## src/core/bim_cfg.svh

```systemverilog
// Purpose: Offsets, field positions, masks and reset values of the block
// Assumes: 8-bit register bytes on a 16-bit byte address
// Notes: Macro list follows
`ifndef BIM_CFG_SVH
`define BIM_CFG_SVH

`define BIM_ADDR_W 16
`define BIM_OFF_ST_HIGH 16'h0112
`define BIM_OFF_ST_LOW 16'h0113
`define BIM_OFF_EN_HIGH 16'h0116
`define BIM_OFF_EN_LOW 16'h0117
`define BIM_OFF_MODE_LOW 16'h011b

`define BIM_MASK_HIGH 8'hde
`define BIM_MASK_LOW 8'h60
`define BIM_MASK_MODE 8'hf1
`define BIM_RST_BYTE 8'h00
`define BIM_READ_IDLE 8'h00

`define BIM_BIT_FRAMER 2
`define BIM_BIT_LINE_IF 1
`define BIM_BIT_SOH 6
`define BIM_BIT_VC3_POH 5
`define BIM_BIT_QUICK_LOCK_OFF 7
`define BIM_BIT_SDH_CHECK 6
`define BIM_BIT_MF_MARKER 5
`define BIM_BIT_TIMING_SRC 4
`define BIM_BIT_MAP_SEL 0

`endif

```

## src/core/bim_pkg.sv

```systemverilog
// Purpose: Shared types of the block interrupt and mode control
// Assumes: Constants live in bim_cfg.svh
// Notes: Types only
package bim_pkg;
  typedef logic [7:0] bim_byte_t;
  typedef logic [15:0] bim_addr_t;
  typedef enum {VAL_OFF, VAL_HUNT, VAL_LIVE} bim_val_state_t;
endpackage

```

## src/core/bim_bus_if.sv

```systemverilog
// Purpose: Carries decoded host accesses from the pin port to the registers
// Assumes: Single clock domain
// Notes: wr_stb is a one-cycle pulse, rd_act a level
interface bim_bus_if;
  logic wr_stb;
  logic rd_act;
  bim_pkg::bim_addr_t addr;
  bim_pkg::bim_byte_t wdata;
  modport src (output wr_stb, output rd_act, output addr, output wdata);
  modport dst (input wr_stb, input rd_act, input addr, input wdata);
endinterface

```

## src/core/bim_host_port.sv

```systemverilog
// Purpose: Synchronises the 8-bit host pins and forms access strobes
// Assumes: Host holds address and data stable around its strobes
// Notes: Write takes effect at the end of the write strobe
module bim_host_port (
  input wire logic clock,
  input wire logic rstn,
  input wire logic cs_n,
  input wire logic rd_n,
  input wire logic wr_n,
  input wire bim_pkg::bim_addr_t addr,
  input wire bim_pkg::bim_byte_t data_in,
  bim_bus_if.src bus
);
  logic [26:0] s1_reg, s1_next;
  logic [26:0] s2_reg, s2_next;
  logic [26:0] s3_reg, s3_next;
  logic wr_act2, wr_act3, rd_act3;

  // Two stages before any logic looks at pin levels
  always_comb begin
    s1_next = {cs_n, rd_n, wr_n, addr, data_in};
    s2_next = s1_reg;
    s3_next = s2_reg;
  end

  always_ff @(posedge clock) begin
    if (!rstn) begin
      s1_reg <= 27'h7ffffff;
      s2_reg <= 27'h7ffffff;
      s3_reg <= 27'h7ffffff;
    end else begin
      s1_reg <= s1_next;
      s2_reg <= s2_next;
      s3_reg <= s3_next;
    end
  end

  assign wr_act2 = !s2_reg[26] && !s2_reg[24];
  assign wr_act3 = !s3_reg[26] && !s3_reg[24];
  assign rd_act3 = !s3_reg[26] && !s3_reg[25];
  // Trailing edge so data has settled long before it is used
  assign bus.wr_stb = wr_act3 && !wr_act2;
  assign bus.rd_act = rd_act3;
  assign bus.addr = s3_reg[23:8];
  assign bus.wdata = s3_reg[7:0];
endmodule // bim_host_port

```

## src/core/bim_marker.sv

```systemverilog
// Purpose: Builds one frame marker line from start and V1 pulses
// Assumes: Pulses come from the bus timing logic on this clock
// Notes: One cycle of latency
module bim_marker (
  input wire logic clock,
  input wire logic rstn,
  input wire logic frame_start,
  input wire logic v1_mark,
  input wire logic mf_en,
  input wire logic stm1_mode,
  output logic marker
);
  logic marker_reg, marker_next;

  always_comb begin
    // V1 pulse only in STS-3/STM-1 mode and only when enabled
    marker_next = frame_start || (v1_mark && mf_en && stm1_mode);
  end

  always_ff @(posedge clock) begin
    if (!rstn) begin
      marker_reg <= 1'b0;
    end else begin
      marker_reg <= marker_next;
    end
  end

  assign marker = marker_reg;
endmodule // bim_marker

```

## src/core/bim_top.sv

```systemverilog
// Purpose: Block interrupt enables, block status and mode control byte 0
// Assumes: Status inputs are already gated by source-level enables
// Notes: Registers reached only through the 8-bit host pins
`include "bim_cfg.svh"
module bim_top (
  input wire logic clock,
  input wire logic rstn,
  input wire logic cs_n,
  input wire logic rd_n,
  input wire logic wr_n,
  input wire logic [15:0] addr,
  input wire logic [7:0] data_in,
  output logic [7:0] data_out,
  output logic data_oe,
  input wire logic [7:0] blk_status_high,
  input wire logic [7:0] blk_status_low,
  output logic irq_n,
  output logic jitter_atten_quick_lock_off,
  output logic map_select,
  input wire logic sonet_mode,
  input wire logic stm1_mode,
  input wire logic sdh_struct_valid,
  input wire logic [7:0] drop_data_in,
  output logic [7:0] drop_data,
  output logic drop_data_oe,
  input wire logic drop_frame_start,
  input wire logic drop_v1_mark,
  output logic drop_frame_marker,
  input wire logic add_frame_start,
  input wire logic add_v1_mark,
  output logic add_frame_marker,
  output logic add_frame_marker_oe
);
  bim_bus_if bus ();

  bim_host_port u_host (
    .clock(clock),
    .rstn(rstn),
    .cs_n(cs_n),
    .rd_n(rd_n),
    .wr_n(wr_n),
    .addr(addr),
    .data_in(data_in),
    .bus(bus)
  );

  function automatic logic hit(input bim_pkg::bim_addr_t a, input bim_pkg::bim_addr_t off);
    hit = (a == off);
  endfunction

  // Shared decode keeps the write and read maps from drifting apart
  function automatic logic [4:0] reg_sel(input bim_pkg::bim_addr_t a);
    logic [4:0] s;
    s = 5'h00;
    s[0] = hit(a, `BIM_OFF_EN_HIGH);
    s[1] = hit(a, `BIM_OFF_EN_LOW);
    s[2] = hit(a, `BIM_OFF_MODE_LOW);
    s[3] = hit(a, `BIM_OFF_ST_HIGH);
    s[4] = hit(a, `BIM_OFF_ST_LOW);
    return s;
  endfunction

  logic [4:0] sel;

  assign sel = reg_sel(bus.addr);

  // Register group
  bim_pkg::bim_byte_t en_high_reg, en_high_next;
  bim_pkg::bim_byte_t en_low_reg, en_low_next;
  bim_pkg::bim_byte_t mode_reg, mode_next;

  always_comb begin
    en_high_next = en_high_reg;
    en_low_next = en_low_reg;
    mode_next = mode_reg;
    if (bus.wr_stb) begin
      // Unused bits never store a one
      if (sel[0]) begin
        en_high_next = bus.wdata & `BIM_MASK_HIGH;
      end
      if (sel[1]) begin
        en_low_next = bus.wdata & `BIM_MASK_LOW;
      end
      if (sel[2]) begin
        mode_next = bus.wdata & `BIM_MASK_MODE;
      end
    end
  end

  always_ff @(posedge clock) begin
    if (!rstn) begin
      en_high_reg <= `BIM_RST_BYTE;
      en_low_reg <= `BIM_RST_BYTE;
      mode_reg <= `BIM_RST_BYTE;
    end else begin
      en_high_reg <= en_high_next;
      en_low_reg <= en_low_next;
      mode_reg <= mode_next;
    end
  end

  // Status and interrupt group
  bim_pkg::bim_byte_t st_high_reg, st_high_next;
  bim_pkg::bim_byte_t st_low_reg, st_low_next;
  logic irq_n_reg, irq_n_next;
  logic [15:0] pend;
  logic pend_high, pend_low;

  always_comb begin
    // Level view of pending work; clearing happens at the source
    st_high_next = blk_status_high & `BIM_MASK_HIGH;
    st_low_next = blk_status_low & `BIM_MASK_LOW;
  end

  // Per-bit gate of block status by its block enable
  genvar gi;
  generate
    for (gi = 0; gi < 8; gi++) begin : g_gate
      assign pend[gi] = st_low_reg[gi] && en_low_reg[gi];
      assign pend[gi + 8] = st_high_reg[gi] && en_high_reg[gi];
    end
  endgenerate

  assign pend_high = |pend[15:8];
  assign pend_low = |pend[7:0];

  always_comb begin
    // Enable alone cannot fire: status must be pending too
    irq_n_next = !(pend_high || pend_low);
  end

  always_ff @(posedge clock) begin
    if (!rstn) begin
      st_high_reg <= `BIM_RST_BYTE;
      st_low_reg <= `BIM_RST_BYTE;
      irq_n_reg <= 1'b1;
    end else begin
      st_high_reg <= st_high_next;
      st_low_reg <= st_low_next;
      irq_n_reg <= irq_n_next;
    end
  end

  // Read group
  bim_pkg::bim_byte_t rdata_reg, rdata_next;
  logic rd_oe_reg, rd_oe_next;

  always_comb begin
    rdata_next = `BIM_READ_IDLE;
    rd_oe_next = bus.rd_act;
    if (bus.rd_act) begin
      if (sel[0]) begin
        rdata_next = en_high_reg;
      end else if (sel[1]) begin
        rdata_next = en_low_reg;
      end else if (sel[2]) begin
        rdata_next = mode_reg;
      end else if (sel[3]) begin
        rdata_next = st_high_reg;
      end else if (sel[4]) begin
        rdata_next = st_low_reg;
      end
    end
  end

  always_ff @(posedge clock) begin
    if (!rstn) begin
      rdata_reg <= `BIM_READ_IDLE;
      rd_oe_reg <= 1'b0;
    end else begin
      rdata_reg <= rdata_next;
      rd_oe_reg <= rd_oe_next;
    end
  end

  // Drop bus validation group
  bim_pkg::bim_val_state_t val_reg, val_next;
  bim_pkg::bim_byte_t drop_reg, drop_next;
  logic drop_oe_reg, drop_oe_next;
  logic sdh_check, quick_lock_off_bit, map_sel_bit;

  // Named views of mode byte 0 fields
  assign sdh_check = mode_reg[`BIM_BIT_SDH_CHECK];
  assign quick_lock_off_bit = mode_reg[`BIM_BIT_QUICK_LOCK_OFF];
  assign map_sel_bit = mode_reg[`BIM_BIT_MAP_SEL];

  always_comb begin
    val_next = val_reg;
    unique case (val_reg)
      bim_pkg::VAL_OFF: begin
        if (sdh_check) begin
          val_next = bim_pkg::VAL_HUNT;
        end
      end
      bim_pkg::VAL_HUNT: begin
        if (!sdh_check) begin
          val_next = bim_pkg::VAL_OFF;
        end else if (sdh_struct_valid) begin
          val_next = bim_pkg::VAL_LIVE;
        end
      end
      bim_pkg::VAL_LIVE: begin
        if (!sdh_check) begin
          val_next = bim_pkg::VAL_OFF;
        end else if (!sdh_struct_valid) begin
          // Loss of structure drops the bus rather than pass garbage
          val_next = bim_pkg::VAL_HUNT;
        end
      end
      default: begin
        // Stray code falls back to the safe, bus-off state
        val_next = bim_pkg::VAL_OFF;
      end
    endcase
  end

  always_comb begin
    // SONET mode does not look at the check bit
    drop_oe_next = sonet_mode || (val_next == bim_pkg::VAL_LIVE);
    if (drop_oe_next) begin
      drop_next = drop_data_in;
    end else begin
      // Disabled bus shows zero, never stale bytes
      drop_next = `BIM_READ_IDLE;
    end
  end

  always_ff @(posedge clock) begin
    if (!rstn) begin
      val_reg <= bim_pkg::VAL_OFF;
      drop_reg <= `BIM_READ_IDLE;
      drop_oe_reg <= 1'b0;
    end else begin
      val_reg <= val_next;
      drop_reg <= drop_next;
      drop_oe_reg <= drop_oe_next;
    end
  end

  // Frame marker group
  logic add_oe_reg, add_oe_next;

  bim_marker u_drop_marker (
    .clock(clock),
    .rstn(rstn),
    .frame_start(drop_frame_start),
    .v1_mark(drop_v1_mark),
    .mf_en(mode_reg[`BIM_BIT_MF_MARKER]),
    .stm1_mode(stm1_mode),
    .marker(drop_frame_marker)
  );

  bim_marker u_add_marker (
    .clock(clock),
    .rstn(rstn),
    .frame_start(add_frame_start),
    .v1_mark(add_v1_mark),
    .mf_en(mode_reg[`BIM_BIT_MF_MARKER]),
    .stm1_mode(stm1_mode),
    .marker(add_frame_marker)
  );

  always_comb begin
    // Add marker is driven only when this bus is the timing source
    add_oe_next = mode_next[`BIM_BIT_TIMING_SRC];
  end

  always_ff @(posedge clock) begin
    if (!rstn) begin
      add_oe_reg <= 1'b0;
    end else begin
      add_oe_reg <= add_oe_next;
    end
  end

  assign data_out = rdata_reg;
  assign data_oe = rd_oe_reg;
  assign irq_n = irq_n_reg;
  // Recovery time suffers if software leaves this set
  assign jitter_atten_quick_lock_off = quick_lock_off_bit;
  assign map_select = map_sel_bit;
  assign drop_data = drop_reg;
  assign drop_data_oe = drop_oe_reg;
  assign add_frame_marker_oe = add_oe_reg;
endmodule // bim_top

```

## config.mk

```make
export PLATFORM = sky130hd
export DESIGN_NAME = bim_top
export DESIGN_NICKNAME = d
export VERILOG_FILES = /design/src/core/bim_pkg.sv /design/src/core/bim_bus_if.sv /design/src/core/bim_host_port.sv /design/src/core/bim_marker.sv /design/src/core/bim_top.sv
export VERILOG_INCLUDE_DIRS = /design/src /design/src/core
export SDC_FILE = /design/constraint.sdc
export NUM_CORES = 1
export LEC_CHECK = 0
export BUFFER_PORTS_ARGS = -buffer_cell sky130_fd_sc_hd__buf_2
export CAP_MARGIN = 20
export CORE_ASPECT_RATIO = 0.75
export CORE_MARGIN = 2
export CORE_UTILIZATION = 40
export CTS_CLUSTER_DIAMETER = 80
export CTS_CLUSTER_SIZE = 12
export DETAILED_ROUTE_END_ITERATION = 8
export SLEW_MARGIN = 5
export SYNTH_ARGS = -nofsm -noshare
export SYNTH_HDL_FRONTEND = slang
export SYNTH_SLANG_ARGS = --single-unit
```

## constraint.sdc

```tcl
create_clock -name clock -period 2.3 [get_ports clock]
set_input_delay 0.46 -clock clock [delete_from_list [all_inputs] [get_ports clock]]
set_output_delay 0.46 -clock clock [all_outputs]
set_load 0.005 [all_outputs]
```

==> impl_metrics.csv <==
group,metric,value,unit
power,fin_total_pwr,5.59,mW
die,rows,33,
timing,hold_violations,0,
final_layout,largest_reg_flops,32,
die,dieArea,12200,um2
outcome,status,"finished, final reports clean",
cts,clk_latency,0.42,ns
logic_synthesis,synthTopCellsByArea,"dfxtp_1 68%, nand2b_1 11%, mux2i_1 3.5%",
final_layout,nFillCells,991,
placed_design,io_buffers,75,
cts,cts_buffer_depth,2,
global_route,grt_max_degree,110,
global_route,grt_pass1_vias,2472,
routing,wl,7130,um
final_layout,diodes,0,
cts,cts_tree,"built",
routing,firstDrtPassIters,5,
final_layout,drive_gt1_share,24.6,%
final_layout,area.growth.synth_to_final,26.1,%
cts,htreeDepth,4,
final_layout,postLayoutCellArea,5720,um2
global_route,grt_pass1_wl,11500,um
timing,finalSetupTns,0,ns
placed_design,placed_cell_area,5150,um2
logic_synthesis,synthCells,371,
cts,clock-root-buffer,"clkbuf_16",
power,power.leakage,2.44,nW
cts,clock_sinks,155,
logic_synthesis,synthFlopType,"dfxtp_1",
logic_synthesis,synth_seq_cells,155,
routing,viasPerCell,4.14,
timing,min_period,1.68,ns
critical_path,cp_max_fo,6,
logic_synthesis,yosysUniqueCellTypes,33,
cts,post-cts-setup-buffers,0,
die,num_io_pins,84,
final_layout,regArea,3100,um2
logic_synthesis,synth_edf_count,0,
timing,period_share,72.9,%
routing,drc,0,
global_route,grt_overflow,0,
timing,finalMaxSlewViolations,0,
min_path,hp-start,"addr[8]",
min_path,hold_path_class,"in2reg",
die,fp.coreArea,11000,um2
logic_synthesis,synthDominantCellAreaShare,68.4,%
timing,skew,0.0110,ns
routing,vias,2617,
placed_design,post-place-ws,0.563,ns
logic_synthesis,ys_async_sr_fraction,0,%
global_route,antenna_found_initial,0,
timing,fmax,0.597,GHz
die,die_h,96.2,um
die,die_w,127,um
logic_synthesis,synth_warnings,0,
logic_synthesis,synth_common_cells,"155 x dfxtp_1, 82 x nand2b_1, 26 x nand2_1",
global_route,grt_usage,12.6,%
critical_path,setup.worst_path.start,"u_host.s3_reg[19]",
timing,tightest_slew,0.930,ns
logic_synthesis,synth_area,4540,um2
cts,cts_hold_buf,0,
timing,post-route-worst-setup-slack,0.624,ns
cts,clk_pin_slew,0.06,ns
timing,setup_viol,0,
run,maxCapViolations,0,
critical_path,end_kind,"flop",
logic_synthesis,yosysMostFrequentCell,"dfxtp_1",
logic_synthesis,syn_area_per_cell,12.2,um2
placed_design,dpl.cell_count,600,
placed_design,dpl.hpwl,4690,um
cts,cts_buffers,17,
power,vdd_drop_max,0.528,mV
final_layout,layout.cells.non_filler,632,
critical_path,timing.rr.start,"u_host.s3_reg[19]",
critical_path,start_kind,"flop",
logic_synthesis,ys_seq_area_share,68.4,%
die,initial_core_util,41.3,%
power,cellPowerDensity,977,nW/um2
final_layout,nNetsFinal,539,
critical_path,arrival,2.01,ns
timing,rsz0062_at_grt,"no",
cts,cts_resized,0,
routing,wl_per_cell,11.3,um
final_layout,multi_input_area,1470,um2
timing,relSlewSlack,37.4,%
placed_design,routabilityCongestion,0.773,
critical_path,critPathRequiredTime,2.64,ns
critical_path,crit_type,"reg2reg",
routing,route.antenna.remaining_nets,0,
routing,drt_iter0_drc,170,
logic_synthesis,synth.largest_area_cell,"dfxtp_1",
[worst max-delay path: stages (launching register included)]
cell and delay, ns:
dfxtp_1 0.30, nor3b_1 0.38, nand4_4 0.22, nor3_4 0.46
mux2i_1 0.24
[final cells by class]
type / count / share of cell area [%]
Sequential cell: 155 / 54.2
Tap cell: 140 / 3.06
Clock buffer: 19 / 7.92
Inverter: 2 / 0.131
Timing Repair Buffer: 76 / 6.96
Clock inverter: 13 / 2.01
Multi-Input combinational cell: 227 / 25.7
[final timing paths]
kind,to,slack (ns),depth (start not counted)
worst max register to register,en_high_reg[6],0.62,4
worst min-delay path,u_host.s1_reg[16],0.22,2
worst max-delay path,en_high_reg[6],0.62,4
worst min register to register,u_host.s2_reg[4],0.40,1
[logic make-up (layout without fill, tap and decap cells)]
family	count (synthesis)	in the layout	synth area share, %
AO/OA/AOI/OAI	12	12	2.12
XOR/XNOR	1	1	0.193
adder cells (fa/ha/maj)	1	1	0.221
buffers and inverters	18	110	1.60
flip-flops	155	155	68.4
multiplexers	19	19	4.52
other	1	30	0.0827
AND/OR/NAND/NOR	164	164	22.8
[power by group]
| group | leakage [nW] | switching, mW | internal, mW | total, mW |
|---|---|---|---|---|
| clock network | 0.284 | 1.06 | 1.55 | 2.61 |
| logic | 0.878 | 0.0708 | 0.0862 | 0.157 |
| registers | 1.28 | 0.0301 | 2.79 | 2.82 |
| total | 2.44 | 1.16 | 4.42 | 5.59 |
[metal layers]
metal  routed length, um  global-route usage (%)
met1                3590                    16.2
met2                2940                    17.7
met3                 514                    6.28
met4                  89                    6.04
met5                   0                       0
[stage by stage]
| step | util (%) | hold WS (ns) |
|---|---|---|
| 2_1_floorplan | - | 0.384 |
| 3_3_place_gp | 46.9 | 0.391 |
| 3_5_place_dp | 46.9 | 0.391 |
| 4_1_cts | 52.1 | 0.205 |
| 5_1_grt | 52.1 | 0.208 |
| 6_report | 52.1 | 0.215 |
[placed cells by master, fill, tap and decap left out, types with 3 or more instances in the layout]
cell type,netlist,final
nor4_1,7,7
and2_1,16,16
nor2_1,9,9
mux2i_1,16,16
a22oi_1,7,7
clkinv_2,0,5
dfxtp_1,155,155
inv_6,0,4
nor3b_1,3,3
nand2_1,26,26
nand4_1,3,3
conb_1,1,30
nor3_1,4,4
nand2b_1,82,82
buf_2,3,74
nor4_2,3,3
clkbuf_16,0,17
Power figures use the tool's default switching activity.
